### src/fapr_params.svh
// Contract
// Boot block writable while serial programming active
// Boot block write-protected during self-programming
// Reading erased unprogrammed word flags ECC error
// Host blank check: data, ECC, parity ones
// Interrupted area undefined; host never reads it; FAPR_U_FWXFER still reads it
// No second program; host erases first
// After abnormal end host erases again
// Abnormal end locks block; erase unlocked
// Host holds high-voltage enables during operations
// Enable drop while busy flags high-voltage error
// Area select picks code or firmware area
// Host reads select back, then synchronises
// Host synchronises before leaving firmware area
// Host syncs, clears caches after switching back
// Vectors in RAM while firmware area selected
// Area-two transfer leaves area select alone
// Vectors off code flash when busy, no background
`ifndef FAPR_PARAMS_SVH
`define FAPR_PARAMS_SVH
`define FAPR_ADDR_W 3
`define FAPR_DATA_W 8
`define FAPR_ECC_W 4
`define FAPR_WORDS 8
`define FAPR_BLKS 2
`define FAPR_BLK_BIT 2
`define FAPR_BOOT_BLK 1'b1
`define FAPR_CLK_MHZ 40
`define FAPR_OP_TIME_NS 200
`define FAPR_OP_CYC ((`FAPR_OP_TIME_NS * `FAPR_CLK_MHZ + 999) / 1000)
`define FAPR_CNT_W 4
`define FAPR_SYNC_CYC 2
`define FAPR_SYNC_W 2
`define FAPR_AREA_CODE 1'b0
`define FAPR_AREA_FW 1'b1
`define FAPR_ERASED_DATA 8'hff
`define FAPR_ERASED_ECC 4'hf
`define FAPR_ERASED_PAR 1'b1
`define FAPR_UNDEF_MASK 8'ha5
// Arbitrary firmware content seed
`define FAPR_FW_SEED 8'h3c
`endif

### src/fapr_pkg.sv
`default_nettype none
`include "fapr_params.svh"
package fapr_pkg;
  typedef enum logic [1:0] {FAPR_OP_READ, FAPR_OP_PROG, FAPR_OP_ERASE} fapr_op_e;
  typedef enum logic [2:0] {FAPR_U_READ, FAPR_U_WRITE, FAPR_U_ERASE, FAPR_U_FWREAD,
    FAPR_U_FWXFER} fapr_uop_e;
  typedef logic [`FAPR_ADDR_W-1:0] fapr_addr_t;
  typedef logic [`FAPR_DATA_W-1:0] fapr_data_t;
  typedef logic [`FAPR_ECC_W-1:0] fapr_ecc_t;

  // Check bits; an all-ones word yields zero so erased cells never match
  function automatic fapr_ecc_t fapr_ecc(input fapr_data_t d);
    fapr_ecc = {^d[7:4], ^d[3:0], ^(d[7:6] ^ d[1:0]), ^d[5:2]};
  endfunction : fapr_ecc

  function automatic logic fapr_par(input fapr_addr_t a);
    fapr_par = ^a;
  endfunction : fapr_par

  function automatic fapr_data_t fapr_fw_word(input fapr_addr_t a);
    fapr_fw_word = `FAPR_FW_SEED ^ `FAPR_DATA_W'(a);
  endfunction : fapr_fw_word
endpackage : fapr_pkg
`default_nettype wire

### src/fapr_if.sv
`timescale 1ns/1ps
`default_nettype none
`include "fapr_params.svh"
interface fapr_if;
  import fapr_pkg::*;
  logic cmdValid;
  logic cmdReady;
  fapr_op_e cmdOp;
  fapr_addr_t cmdAddr;
  fapr_data_t cmdData;
  logic lockProtDis;
  logic hvUpper;
  logic hvLower;
  logic abortOp;
  logic areaWr;
  logic areaWdata;
  logic areaSel;
  logic rspValid;
  fapr_data_t rspData;
  fapr_ecc_t rspEcc;
  logic rspPar;
  logic eccErr;
  logic ilglErr;
  logic ersErr;
  logic prgErr;
  logic hvErr;
  logic busy;
  modport dev (input cmdValid, cmdOp, cmdAddr, cmdData, lockProtDis, hvUpper, hvLower,
    abortOp, areaWr, areaWdata, output cmdReady, areaSel, rspValid, rspData, rspEcc,
    rspPar, eccErr, ilglErr, ersErr, prgErr, hvErr, busy);
  modport host (output cmdValid, cmdOp, cmdAddr, cmdData, lockProtDis, hvUpper, hvLower,
    abortOp, areaWr, areaWdata, input cmdReady, areaSel, rspValid, rspData, rspEcc,
    rspPar, eccErr, ilglErr, ersErr, prgErr, hvErr, busy);
endinterface : fapr_if
`default_nettype wire

### src/fapr_host.sv
`timescale 1ns/1ps
`default_nettype none
`include "fapr_params.svh"
module fapr_host
  import fapr_pkg::*;
(
  input wire logic core_clk,
  input wire logic resetn,
  input wire logic ce,
  input wire logic usrValid,
  input wire fapr_uop_e usrOp,
  input wire fapr_addr_t usrAddr,
  input wire fapr_data_t usrData,
  input wire logic usrHvEn,
  input wire logic usrAbort,
  input wire logic bgOk,
  output logic usrReady,
  output logic usrDone,
  output logic usrErr,
  output fapr_data_t usrRdata,
  output logic vecInRam,
  output logic cacheClr,
  output logic areaReadback,
  fapr_if.host link
);
  typedef enum logic [3:0] {
    FAPR_H_IDLE,
    FAPR_H_SEL_WR,
    FAPR_H_SEL_RD,
    FAPR_H_SEL_SYNC,
    FAPR_H_RD,
    FAPR_H_RD_W,
    FAPR_H_POST_SYNC,
    FAPR_H_ERS,
    FAPR_H_ERS_W,
    FAPR_H_PRG,
    FAPR_H_PRG_W,
    FAPR_H_DONE
  } fapr_hstate_e;

  fapr_hstate_e hstate_r;
  fapr_uop_e uop_r;
  fapr_addr_t addr_r;
  fapr_data_t data_r;
  fapr_data_t rdata_r;
  logic selTarget_r;
  logic fwSel_r;
  logic readback_r;
  logic [`FAPR_SYNC_W-1:0] syncCnt_r;
  logic [`FAPR_BLKS-1:0] undefBlk_r;
  logic abortSeen_r;
  logic hvEn_r;
  logic err_r;
  logic cacheClr_r;
  logic blk;
  logic blank;
  logic anyErr;
  logic abnormal;

  assign blk = addr_r[`FAPR_BLK_BIT];
  assign blank = (link.rspData == `FAPR_ERASED_DATA) && (link.rspEcc == `FAPR_ERASED_ECC)
    && (link.rspPar == `FAPR_ERASED_PAR);
  assign anyErr = link.ilglErr || link.ersErr || link.prgErr || link.hvErr;
  assign abnormal = abortSeen_r || link.abortOp || link.hvErr;

  // Command issue
  assign link.cmdValid = (hstate_r == FAPR_H_RD) || (hstate_r == FAPR_H_ERS)
    || (hstate_r == FAPR_H_PRG);
  always_comb
  begin
    case (hstate_r)
      FAPR_H_ERS: link.cmdOp = FAPR_OP_ERASE;
      FAPR_H_PRG: link.cmdOp = FAPR_OP_PROG;
      default: link.cmdOp = FAPR_OP_READ;
    endcase
  end
  assign link.cmdAddr = addr_r;
  assign link.cmdData = data_r;
  assign link.lockProtDis = undefBlk_r[blk];
  assign link.hvUpper = hvEn_r;
  assign link.hvLower = hvEn_r;
  assign link.abortOp = usrAbort && link.busy;
  assign link.areaWr = hstate_r == FAPR_H_SEL_WR;
  assign link.areaWdata = selTarget_r;

  // User side
  assign usrReady = hstate_r == FAPR_H_IDLE;
  assign usrDone = hstate_r == FAPR_H_DONE;
  assign usrErr = err_r;
  assign usrRdata = rdata_r;
  assign cacheClr = cacheClr_r;
  assign areaReadback = readback_r;
  // Keep exception vectors off flash while it is unsafe to fetch there
  assign vecInRam = fwSel_r || (link.busy && !bgOk); // see

  // Enables change only with the sequencer quiet
  always_ff @(posedge core_clk or negedge resetn)
    if (!resetn)
      hvEn_r <= 1'b0;
    else if (ce && hstate_r == FAPR_H_IDLE && !link.busy)
      hvEn_r <= usrHvEn;

  // Abort tracking; a new request clears it, a fresh abort wins
  always_ff @(posedge core_clk or negedge resetn)
    if (!resetn)
      abortSeen_r <= 1'b0;
    else if (ce)
    begin
      if (hstate_r == FAPR_H_IDLE && usrValid)
        abortSeen_r <= 1'b0;
      if (link.abortOp)
        abortSeen_r <= 1'b1;
    end

  // Blocks left undefined by a cut-short operation
  always_ff @(posedge core_clk or negedge resetn)
    if (!resetn)
      undefBlk_r <= '0;
    else if (ce && link.rspValid)
    begin
      if ((hstate_r == FAPR_H_ERS_W || hstate_r == FAPR_H_PRG_W) && abnormal)
        undefBlk_r[blk] <= 1'b1; // see
      else if (hstate_r == FAPR_H_ERS_W && !anyErr)
        undefBlk_r[blk] <= 1'b0;
    end

  always_ff @(posedge core_clk or negedge resetn)
    if (!resetn)
    begin
      hstate_r <= FAPR_H_IDLE;
      uop_r <= FAPR_U_READ;
      addr_r <= '0;
      data_r <= '0;
      rdata_r <= '0;
      selTarget_r <= `FAPR_AREA_CODE;
      fwSel_r <= `FAPR_AREA_CODE;
      readback_r <= `FAPR_AREA_CODE;
      syncCnt_r <= '0;
      err_r <= 1'b0;
      cacheClr_r <= 1'b0;
    end
    else if (ce)
    begin
      cacheClr_r <= 1'b0;
      case (hstate_r)
        FAPR_H_IDLE:
          if (usrValid)
          begin
            uop_r <= usrOp;
            addr_r <= usrAddr;
            data_r <= usrData;
            err_r <= 1'b0;
            case (usrOp)
              FAPR_U_READ:
                if (undefBlk_r[usrAddr[`FAPR_BLK_BIT]])
                begin
                  err_r <= 1'b1;
                  hstate_r <= FAPR_H_DONE;
                end
                else
                  hstate_r <= FAPR_H_RD;
              FAPR_U_WRITE:
                hstate_r <= undefBlk_r[usrAddr[`FAPR_BLK_BIT]] ? FAPR_H_ERS
                  : FAPR_H_RD;
              FAPR_U_ERASE:
                hstate_r <= FAPR_H_ERS;
              FAPR_U_FWREAD:
              begin
                selTarget_r <= `FAPR_AREA_FW;
                hstate_r <= FAPR_H_SEL_WR;
              end
              FAPR_U_FWXFER:
                hstate_r <= FAPR_H_RD;
              default:
                hstate_r <= FAPR_H_DONE;
            endcase
          end
        FAPR_H_SEL_WR:
        begin
          fwSel_r <= selTarget_r;
          hstate_r <= FAPR_H_SEL_RD;
        end
        FAPR_H_SEL_RD:
        begin
          readback_r <= link.areaSel;
          syncCnt_r <= `FAPR_SYNC_W'(`FAPR_SYNC_CYC - 1);
          hstate_r <= FAPR_H_SEL_SYNC;
        end
        FAPR_H_SEL_SYNC:
          if (syncCnt_r != '0)
            syncCnt_r <= syncCnt_r - 1'b1;
          else if (selTarget_r == `FAPR_AREA_FW)
            hstate_r <= FAPR_H_RD;
          else
          begin
            cacheClr_r <= 1'b1;
            hstate_r <= FAPR_H_DONE;
          end
        FAPR_H_RD:
          if (link.cmdReady)
            hstate_r <= FAPR_H_RD_W;
        FAPR_H_RD_W:
          if (link.rspValid)
          begin
            if (uop_r == FAPR_U_WRITE)
              hstate_r <= blank ? FAPR_H_PRG : FAPR_H_ERS; // see
            else
            begin
              rdata_r <= link.rspData;
              err_r <= link.eccErr || link.ilglErr;
              if (uop_r == FAPR_U_FWREAD)
              begin
                syncCnt_r <= `FAPR_SYNC_W'(`FAPR_SYNC_CYC - 1);
                hstate_r <= FAPR_H_POST_SYNC;
              end
              else
                hstate_r <= FAPR_H_DONE;
            end
          end
        FAPR_H_POST_SYNC:
          if (syncCnt_r != '0)
            syncCnt_r <= syncCnt_r - 1'b1;
          else
          begin
            selTarget_r <= `FAPR_AREA_CODE;
            hstate_r <= FAPR_H_SEL_WR;
          end
        FAPR_H_ERS:
          if (link.cmdReady)
            hstate_r <= FAPR_H_ERS_W;
        FAPR_H_ERS_W:
          if (link.rspValid)
          begin
            if (anyErr)
            begin
              err_r <= 1'b1;
              hstate_r <= FAPR_H_DONE;
            end
            else
              hstate_r <= (uop_r == FAPR_U_WRITE) ? FAPR_H_PRG : FAPR_H_DONE;
          end
        FAPR_H_PRG:
          if (link.cmdReady)
            hstate_r <= FAPR_H_PRG_W;
        FAPR_H_PRG_W:
          if (link.rspValid)
          begin
            err_r <= anyErr;
            hstate_r <= FAPR_H_DONE;
          end
        FAPR_H_DONE:
          hstate_r <= FAPR_H_IDLE;
        default:
          hstate_r <= FAPR_H_IDLE;
      endcase
    end
endmodule : fapr_host
`default_nettype wire

### src/flat_wrapper.sv
// flat-port wrapper written by rule: the top's interface ports become plain ports
module fapr_host_flat import fapr_pkg::*;
  (core_clk, resetn, ce, usrValid, usrOp, usrAddr, usrData, usrHvEn, usrAbort, bgOk, usrReady, usrDone, usrErr, usrRdata, vecInRam, cacheClr, areaReadback, link_cmdValid, link_cmdOp, link_cmdAddr, link_cmdData, link_lockProtDis, link_hvUpper, link_hvLower, link_abortOp, link_areaWr, link_areaWdata, link_cmdReady, link_areaSel, link_rspValid, link_rspData, link_rspEcc, link_rspPar, link_eccErr, link_ilglErr, link_ersErr, link_prgErr, link_hvErr, link_busy);
  fapr_if link_i ();
  input wire logic core_clk;
  input wire logic resetn;
  input wire logic ce;
  input wire logic usrValid;
  input wire fapr_uop_e usrOp;
  input wire fapr_addr_t usrAddr;
  input wire fapr_data_t usrData;
  input wire logic usrHvEn;
  input wire logic usrAbort;
  input wire logic bgOk;
  output logic usrReady;
  output logic usrDone;
  output logic usrErr;
  output fapr_data_t usrRdata;
  output logic vecInRam;
  output logic cacheClr;
  output logic areaReadback;
  output wire logic [$bits(link_i.cmdValid)-1:0] link_cmdValid;
  output wire logic [$bits(link_i.cmdOp)-1:0] link_cmdOp;
  output wire logic [$bits(link_i.cmdAddr)-1:0] link_cmdAddr;
  output wire logic [$bits(link_i.cmdData)-1:0] link_cmdData;
  output wire logic [$bits(link_i.lockProtDis)-1:0] link_lockProtDis;
  output wire logic [$bits(link_i.hvUpper)-1:0] link_hvUpper;
  output wire logic [$bits(link_i.hvLower)-1:0] link_hvLower;
  output wire logic [$bits(link_i.abortOp)-1:0] link_abortOp;
  output wire logic [$bits(link_i.areaWr)-1:0] link_areaWr;
  output wire logic [$bits(link_i.areaWdata)-1:0] link_areaWdata;
  input wire logic [$bits(link_i.cmdReady)-1:0] link_cmdReady;
  input wire logic [$bits(link_i.areaSel)-1:0] link_areaSel;
  input wire logic [$bits(link_i.rspValid)-1:0] link_rspValid;
  input wire logic [$bits(link_i.rspData)-1:0] link_rspData;
  input wire logic [$bits(link_i.rspEcc)-1:0] link_rspEcc;
  input wire logic [$bits(link_i.rspPar)-1:0] link_rspPar;
  input wire logic [$bits(link_i.eccErr)-1:0] link_eccErr;
  input wire logic [$bits(link_i.ilglErr)-1:0] link_ilglErr;
  input wire logic [$bits(link_i.ersErr)-1:0] link_ersErr;
  input wire logic [$bits(link_i.prgErr)-1:0] link_prgErr;
  input wire logic [$bits(link_i.hvErr)-1:0] link_hvErr;
  input wire logic [$bits(link_i.busy)-1:0] link_busy;
  assign link_cmdValid = link_i.cmdValid;
  assign link_cmdOp = link_i.cmdOp;
  assign link_cmdAddr = link_i.cmdAddr;
  assign link_cmdData = link_i.cmdData;
  assign link_lockProtDis = link_i.lockProtDis;
  assign link_hvUpper = link_i.hvUpper;
  assign link_hvLower = link_i.hvLower;
  assign link_abortOp = link_i.abortOp;
  assign link_areaWr = link_i.areaWr;
  assign link_areaWdata = link_i.areaWdata;
  assign link_i.cmdReady = link_cmdReady;
  assign link_i.areaSel = link_areaSel;
  assign link_i.rspValid = link_rspValid;
  assign link_i.rspData = link_rspData;
  assign link_i.rspEcc = link_rspEcc;
  assign link_i.rspPar = link_rspPar;
  assign link_i.eccErr = link_eccErr;
  assign link_i.ilglErr = link_ilglErr;
  assign link_i.ersErr = link_ersErr;
  assign link_i.prgErr = link_prgErr;
  assign link_i.hvErr = link_hvErr;
  assign link_i.busy = link_busy;
  fapr_host u_core (.core_clk(core_clk), .resetn(resetn), .ce(ce), .usrValid(usrValid), .usrOp(usrOp), .usrAddr(usrAddr), .usrData(usrData), .usrHvEn(usrHvEn), .usrAbort(usrAbort), .bgOk(bgOk), .usrReady(usrReady), .usrDone(usrDone), .usrErr(usrErr), .usrRdata(usrRdata), .vecInRam(vecInRam), .cacheClr(cacheClr), .areaReadback(areaReadback), .link(link_i));
endmodule
### config.mk
export PLATFORM = sky130hd
export DESIGN_NAME = fapr_host_flat
export DESIGN_NICKNAME = d
export VERILOG_FILES = /design/src/fapr_pkg.sv /design/src/fapr_if.sv /design/src/fapr_host.sv /design/src/flat_wrapper.sv
export VERILOG_INCLUDE_DIRS = /design/src
export SDC_FILE = /design/constraint.sdc
export NUM_CORES = 1
export LEC_CHECK = 0
export BUFFER_PORTS_ARGS = -buffer_cell sky130_fd_sc_hd__buf_2
export CAP_MARGIN = 40
export CORE_UTILIZATION = 50
export DETAILED_ROUTE_END_ITERATION = 10
export PLACE_DENSITY = 0.89
export SETUP_SLACK_MARGIN = 0.02
export SLEW_MARGIN = 20
export SYNTH_ARGS = -nofsm -noshare
export SYNTH_HDL_FRONTEND = slang
export SYNTH_SLANG_ARGS = --single-unit
### constraint.sdc
create_clock -name core_clk -period 2.2 [get_ports core_clk]
set_input_delay 0.33 -clock core_clk [delete_from_list [all_inputs] [get_ports core_clk]]
set_output_delay 0.33 -clock core_clk [all_outputs]
set_load 0.05 [all_outputs]
# After elaboration in Yosys (flattened, before gate mapping)
# Index checks and enable logic that the tools add are counted.
# totals
register_bits	37
latchBits	0
mem_bits_rw	0
mem_bits_ro	0
in_bits	43
output_inout_bits	34
word_cells	149
memories	0
# classes
n_addsub	1
n_mul	0
n_div	0
n_lt_le_gt_ge	3
n_eq_ne	33
shifts	0
n_mux	51
n_bitwise	4
n_reduce_logical	43
# op_table
op	n
$mux 4	15
$pmux 4 s11	1
$mux 1	21
$eq 4x4->1 const B	5
$ne 2x2->1 const B	10
$pmux 4 s5	1
$eq 4x3->1 const B	4
$mux 2	8
$logic_and 1x1->1	11
$logic_or 1x1->1	10
$reduce_and 10->1	1
$eq 3x2->1 const B	3
$eq 4x2->1 const B	2
$eq 8x8->1 const B	1
$ne 2x1->1 const B	4
$reduce_and 2->1	4
$reduce_and 8->1	1
$reduce_bool 2->1	4
$eq 3x1->1 const B	2
$pmux 2 s3	1
$reduce_and 6->1	1
$reduce_and 5->1	1
$eq 4x1->1 const B	1
$logic_not 4->1	1
19 further kinds	22

# Longest topological paths before layout
# Gate-level depths: netlist of run 1.
# depth
depth_word	8
depth_mapped	7
depth_no_buf	7

# Least setup slack after synthesis of run 1
# Ideal clock, no wire load.
# synth_path
path_type	reg-to-output
startpoint	register u_core.hstate_r[1]
endpoint	output port link_cmdValid
arrival_time_ps	2018
required_ps	1870
path_slack_ps	-148
path_stages_with_launch	5
n_path_buf	2
path_cell_list	dfrtp_1 buf_2 buf_2 nand2b_1 o21ai_0
# synth_via
elab_chain_cells	3
elab_cells_between_ends	5
cone_classes	3 x eq/ne; 2 x reduce/logical
# synth_rtl
item	line	source
start, declared	fapr_host.sv:41	fapr_hstate_e hstate_r;
start signal, assigned	fapr_host.sv:163	hstate_r <= undefBlk_r[usrAddr[`FAPR_BLK_BIT]] ? FAPR_H_ERS
start signal, assigned	fapr_host.sv:206	hstate_r <= blank ? FAPR_H_PRG : FAPR_H_ERS;
start signal, assigned	fapr_host.sv:240	hstate_r <= (uop_r == FAPR_U_WRITE) ? FAPR_H_PRG : FAPR_H_DONE;
$eq 4x3->1	fapr_host.sv:67	assign link.cmdValid = (hstate_r == FAPR_H_RD) || (hstate_r == FAPR_H_ERS)
$logic_or 1x1->1	fapr_host.sv:67	
$logic_or 1x1->1 *	fapr_host.sv:68	|| (hstate_r == FAPR_H_PRG);
end, declared	flat_wrapper.sv:22	output wire logic [$bits(link_i.cmdValid)-1:0] link_cmdValid;
# Every way passes the cells marked *; elsewhere a longest branch is shown, timed or not.

# Worst setup path in the final report of run 1
# layout_path
startpoint	register u_core.hstate_r[0]
endpoint	output port link_cmdValid
# Same word-level chain as after synthesis.

==> flow_summary_export.csv, run 1 <==
group,metric,value,unit
run_status,status,"finished, final reports clean",
synth,seq_area_frac_synth,43.3,%
synth,synth_edf_count,0,
power_and_ir_drop,total_power,3.82,mW
sta,maxSlewViolCount,0,
synth,synthTopCellsByCount,"dfrtp_1 (37), mux2_2 (21), o21ai_0 (15)",
placement,dp_cells,325,
synth,synth_top_family_by_area,"simple AND/OR/NAND/NOR gates",
synth,synth-compound-area-share,13.7,%
power_and_ir_drop,p_leak,1.34,nW
final_layout,layout.cells.non_filler,337,
sta,finalSetupViolCount,0,
synth,netlist_area,2140,µm²
clock_network,cts_tree,"built",
synth,synth_nets,250,
run,max-cap-violations,0,
power_and_ir_drop,power.density,1410,nW/µm²
route,dr.pass1.iters,4,
floorplan,initial_core_util,52.7,%
route,drc,0,
global_route,grt_pass1_vias,1878,
floorplan,die_area,4540,µm²
synth,yosysMostFrequentCell,"dfrtp_1",
floorplan,rows,23,
sta,tns,0,ns
clock_network,cts-root-buf,"clkbuf_8",
route,wl_per_cell,15.9,µm
worst_setup_path,required,1.87,ns
route,vias,1908,
worst_setup_path,crit_path_max_fanout,15,
floorplan,boundaryPins,77,
global_route,gr-usage-all-layers,25.9,%
sta,fmax,0.501,GHz
sta,finClkSkew,0.00579,ns
synth,synth_mux_area_share,17.4,%
worst_hold_path,hp-class,"in2reg",
worst_setup_path,cp_slowest_cell,"dfrtp_2",
synth,yosys_warnings,0,
synth,synthTopCellsByArea,"dfrtp_1 (43%), mux2_2 (11%), mux2_4 (4.9%), o21ai_0 (3.5%), nor2_1 (2.5%)",
worst_setup_path,slowest_delay,0.55,ns
final_layout,diodes,0,
final_layout,layout-drive-gt1-share,46.3,%
sta,hold_violations,0,
route,viasPerCell,5.66,
synth,yosys.area_share.simple,19.6,%
placement,gp_congestion,0.896,
sta,relSlewSlack,71.2,%
power_and_ir_drop,ir_drop,0.00114,V
placement,dpl_worst_slack,0.191,ns
floorplan,core-area,4060,µm²
worst_setup_path,arrival,1.67,ns
sta,tightest_slew,0.428,ns
synth,synthDistinctLibCells,55,
synth,synthXorXnorAreaFrac,0.409,%
synth,avgSynthCellArea,10.4,µm²
floorplan,die_w,67.4,µm
clock_network,clock_sinks,37,
worst_setup_path,crit_type,"reg2out",
sta,period_needed,2.00,ns
sta,rsz0062_at_grt,"no",
route,drtIter0Drc,142,
sta,worst_hold_slack,0.266,ns
synth,synth_largest_area_cell,"dfrtp_1",
clock_network,cts_htree_levels,2,
global_route,grt_max_degree,38,
final_layout,syn_to_final_growth,26.7,%
synth,synth_ff_type,"dfrtp_1",
sta,setup_slack,0.202,ns
placement,port_buffers,76,
synth,synth_top_area_share,43.3,%
placement,dpl_cell_area,2550,µm²
global_route,gr-total-overflow,0,
global_route,antenna_found_initial,0,
clock_network,cts_buffer_depth,2,
route,ant_nets,0,
worst_setup_path,reg2reg_slack,0.30,ns
synth,synth_cells,206,
final_layout,fin_util,66.8,%
global_route,grt_pass1_wl,8.69,mm
worst_setup_path,crit_path_cell_trace,"and2_0 > o21ai_0 > o21ai_1 > buf_2",
final_layout,fin_nets,330,
floorplan,die_h,67.4,µm
worst_setup_path,end_kind,"output pin",
route,drt-total-wl,5.35,mm
clock_network,path_clk_slew,0.07,ns
synth,yosys_register_bits,37,
synth,async_flop_share,100,%
sta,timing.final.crit_share,90.8,%
final_layout,stdcell_area,2710,µm²
clock_network,cts_buffers,5,
synth,synthAdderAreaFrac,0.585,%
worst_setup_path,start_kind,"register",
clock_network,clkLatencyLatePin,0.30,ns
placement,dp_hpwl,4.01,mm
==> cells by family (layout without fill, tap and decap cells) <==
group / count (synthesis) / in the layout
mux: 31 / 31
xor+xnor: 1 / 1
flops: 37 / 37
compound gates: 44 / 44
buf+inv: 22 / 103
simple gates: 70 / 70
fa+ha+maj: 1 / 1
==> critical path: cells and delay by family, from the launching register on <==
kind	cells	cell delay, ns
simple gates	1	0.35
flops	1	0.55
compound gates	2	0.21
buf+inv	1	0.27
==> per-layer routing <==
layer | share of wire [%] | vias to the layer above | wire, µm | GRT usage (%)
li1 | - | 912 | - | -
met1 | 41 | 910 | 2180 | 32.1
met2 | 51 | 77 | 2750 | 42.1
met3 | 6.4 | 9 | 341 | 7.94
met4 | 1.6 | 0 | 87 | 9.57
met5 | 0 | - | 0 | 0
==> layout by cell type, fill, tap and decap left out, types with 2 or more instances in the layout <==
cell type,synthesis,final
buf_2,5,76
dfrtp_1,37,34
mux2_2,21,21
nor2_1,14,14
o21ai_0,15,14
nand2_1,13,13
inv_1,10,10
mux2_4,7,7
clkbuf_8,0,7
buf_4,1,7
nor2b_1,6,5
a21oi_1,5,5
nand3_1,5,5
a31oi_1,5,5
nand2b_1,3,3
and2_1,3,3
o31ai_1,3,3
mux2i_1,3,3
nor4_1,3,3
dfrtp_2,0,3
a21o_1,2,2
nor4b_1,2,2
nand4_1,2,2
nor3_1,3,2
or4_1,2,2
a21boi_0,2,2
==> report_power, final <==
part | total, mW | switching [mW] | internal, mW | leakage, nW
clock network | 0.541 | 0.252 | 0.289 | 0.0549
registers | 1.20 | 0.266 | 0.938 | 0.467
logic | 2.08 | 1.39 | 0.688 | 0.819
total | 3.82 | 1.91 | 1.91 | 1.34
==> sequential cells by signal, summed over array words and instances (netlist names), named ones only <==
| name | count |
|---|---|
| u_core.abortSeen_r | 1 |
| u_core.areaReadback | 1 |
| u_core.cacheClr | 1 |
| u_core.fwSel_r | 1 |
| u_core.hstate_r | 4 |
| u_core.link.areaWdata | 1 |
| u_core.link.cmdAddr | 3 |
| u_core.link.cmdData | 8 |
| u_core.link.hvLower | 1 |
| u_core.syncCnt_r | 2 |
| u_core.uop_r | 3 |
| u_core.usrErr | 1 |
| u_core.usrRdata | 8 |
==> repair_timing <==
action,in CTS,in global routing
setup endpoints to repair,2,4
buffers inserted,0,2
hold endpoints to repair,0,3
hold buffers,0,1
pin swaps,0,1
gates resized for setup,1,3
==> path summary, 6_finish.rpt <==
check,startpoint,cells past startpoint,end
hold / removal,usrData[7],2,u_core.link.cmdData[7]$_DFFE_PN0P_
setup / recovery,u_core.hstate_r[0]$_DFFE_PN0P_,4,link_cmdValid
max in group asynchronous,resetn,3,u_core.hstate_r[0]$_DFFE_PN0P_
hold reg to reg,u_core.syncCnt_r[0]$_DFFE_PN0P_,1,u_core.syncCnt_r[0]$_DFFE_PN0P_
min in group asynchronous,resetn,2,u_core.link.cmdData[2]$_DFFE_PN0P_
setup reg to reg,u_core.uop_r[1]$_DFFE_PN0P_,5,u_core.hstate_r[2]$_DFFE_PN0P_
==> area by class of cell <==
class                           count  area [µm²]
Fill cell                         293        1350
Multi-Input combinational cell    147        1110
Sequential cell                    37         930
Timing Repair Buffer               85         463
Clock buffer                        7        96.3
Tap cell                           50        62.6
Inverter                           10        37.5
Clock inverter                      1        8.76
(Power assumes the default switching activity.)
==> run 2, diff against run 1 <==
==> constraint.sdc (replaced) <==
create_clock -name core_clk -period 2.2 [get_ports core_clk]
set_input_delay 0.22 -clock core_clk [delete_from_list [all_inputs] [get_ports core_clk]]
set_output_delay 0.22 -clock core_clk [all_outputs]
set_load 0.05 [all_outputs]
==> flow_summary_export.csv, run 2 (synthesis gave the netlist of run 1 again) <==
group,metric,value,unit
power_and_ir_drop,clockPowerShare,12.6,%
worst_setup_path,end_kind,"output pin",
floorplan,die_w,67.4,µm
placement,gp_congestion,0.878,
worst_setup_path,crit_type,"reg2out",
sta,hold_violations,0,
worst_setup_path,cp_slowest_cell,"dfrtp_1",
sta,period_needed,2.01,ns
worst_setup_path,slowest_delay,0.50,ns
clock_network,cts_htree_levels,2,
clock_network,cts_setup_buffers,0,
final_layout,syn_to_final_growth,26.0,%
global_route,antenna_found_initial,0,
run_status,status,"finished, final reports clean",
route,viasPerCell,5.67,
clock_network,clkLatencyLatePin,0.29,ns
route,vias,1910,
clock_network,cts-root-buf,"clkbuf_8",
final_layout,diodes,0,
placement,port_buffers,76,
sta,tightest_slew,0.434,ns
floorplan,initial_core_util,52.7,%
worst_setup_path,crit_path_cell_trace,"buf_4 > and2_0 > o21ai_0 > o21ai_1 > buf_2",
sta,fmax,0.498,GHz
floorplan,rows,23,
global_route,grt_pass1_wl,8.32,mm
worst_setup_path,critPathTopFamily,"flip-flops",
power_and_ir_drop,p_leak,1.34,nW
clock_network,clock_sinks,37,
worst_setup_path,crit_path_max_fanout,8,
sta,rsz0062_at_grt,"no",
placement,dp_cells,328,
power_and_ir_drop,p_switching,1.88,mW
global_route,grt_pass1_vias,1775,
final_layout,layout-drive-gt1-share,44.9,%
final_layout,fin_nets,331,
clock_network,path_clk_slew,0.07,ns
clock_network,cts_buffer_depth,2,
global_route,gr-total-overflow,0,
power_and_ir_drop,ir_drop,0.00107,V
floorplan,boundaryPins,77,
worst_setup_path,required,1.98,ns
global_route,gr-usage-all-layers,25.1,%
global_route,grt_max_degree,38,
worst_setup_path,start_kind,"register",
final_layout,layout.cells.non_filler,337,
placement,dpl_cell_area,2580,µm²
worst_setup_path,crit_buf_inv,2,
power_and_ir_drop,intPower,1.88,mW
floorplan,die_h,67.4,µm
route,drt-total-wl,5.36,mm
route,dr.pass1.iters,4,
final_layout,final_common_cell,"buf_2",
floorplan,die_area,4540,µm²
power_and_ir_drop,total_power,3.76,mW
worst_hold_path,hp-class,"in2reg",
worst_setup_path,arrival,1.79,ns
sta,tns,0,ns
final_layout,final_cell_mix,"buf_2 (76), dfrtp_1 (37), mux2_2 (21)",
clock_network,cts_buffers,5,
route,wl_per_cell,15.9,µm
route,drc,0,
power_and_ir_drop,seq_power_share,31.4,%
run,max-cap-violations,0,
sta,finClkSkew,0.00579,ns
sta,timing.final.crit_share,91.4,%
route,drtIter0Drc,168,
power_and_ir_drop,power.density,1390,nW/µm²
route,ant_nets,0,
power_and_ir_drop,sw_frac_of_total,50.0,%
clock_network,cts_tree,"built",
sta,maxSlewViolCount,0,
final_layout,stdcell_area,2700,µm²
floorplan,core-area,4060,µm²
power_and_ir_drop,comb_power_share,56.0,%
placement,dp_hpwl,3.97,mm
sta,relSlewSlack,70.8,%
sta,finalSetupViolCount,0,
run 2: cell count changes in the layout (fill, tap and decap cells not counted), sizes merged:
cell / before / now
buf: 84 / 85
inv: 11 / 10
run 2: final timing paths:
check | start | to | slack, ns | cells past startpoint
min in group asynchronous | resetn | u_core.link.cmdAddr[2]$_DFFE_PN0P_ | 0.28 | 2
hold reg to reg | u_core.syncCnt_r[0]$_DFFE_PN0P_ | u_core.syncCnt_r[0]$_DFFE_PN0P_ | 0.49 | 1
hold / removal | link_areaSel | u_core.areaReadback$_DFFE_PN0P_ | 0.16 | 2
setup / recovery | u_core.hstate_r[0]$_DFFE_PN0P_ | link_cmdValid | 0.19 | 5
setup reg to reg | u_core.hstate_r[1]$_DFFE_PN0P_ | u_core.hstate_r[2]$_DFFE_PN0P_ | 0.27 | 4
max in group asynchronous | resetn | u_core.usrRdata[0]$_DFFE_PN0P_ | 1.54 | 3
run 2: cell type report:
cell class	instances	area [µm²]
fillers	303	1360
multi-input cells	147	1110
flip-flops and latches	37	926
repair buffers	86	470
clock buffers	7	86.3
well taps	50	62.6
inverters	10	37.5
run 2: layer usage:
| layer | track usage [%] | wire (µm) |
|---|---|---|
| met5 | 0 | 0 |
| met2 | 41.0 | 2710 |
| met4 | 9.57 | 87 |
| met1 | 31.5 | 2190 |
| met3 | 6.93 | 377 |
run 2: power groups by stage:
| stage | Combinational [mW] | Sequential [mW] | Clock, mW |
|---|---|---|---|
| 5_1_grt | 2.24 | 1.22 | 0.502 |
| 2_1_floorplan | 1.14 | 1.62 | 0 |
| 4_1_cts | 2.09 | 1.17 | 0.480 |
| 3_3_place_gp | 2.05 | 1.17 | 0 |
| 3_5_place_dp | 2.09 | 1.18 | 0 |
| 6_report | 2.11 | 1.18 | 0.475 |
run 2: what timing repair did:
action / CTS / global route
endpoints found under the hold margin: 0 / 37
resized for setup: 0 / 1
endpoints found under the setup margin: 0 / 1
hold buffers: 0 / 1
run 2: metrics by stage:
stage / utilization (%) / hold WS (ns) / worst slack (ns)
floorplan: - / -0.0756 / 0.0277
detailed placement: 63.5 / 0.357 / 0.317
global route: 66.5 / 0.158 / 0.0838
CTS: 65.6 / 0.0478 / 0.107
finish: 66.5 / 0.161 / 0.190
global placement: 63.5 / 0.345 / 0.348
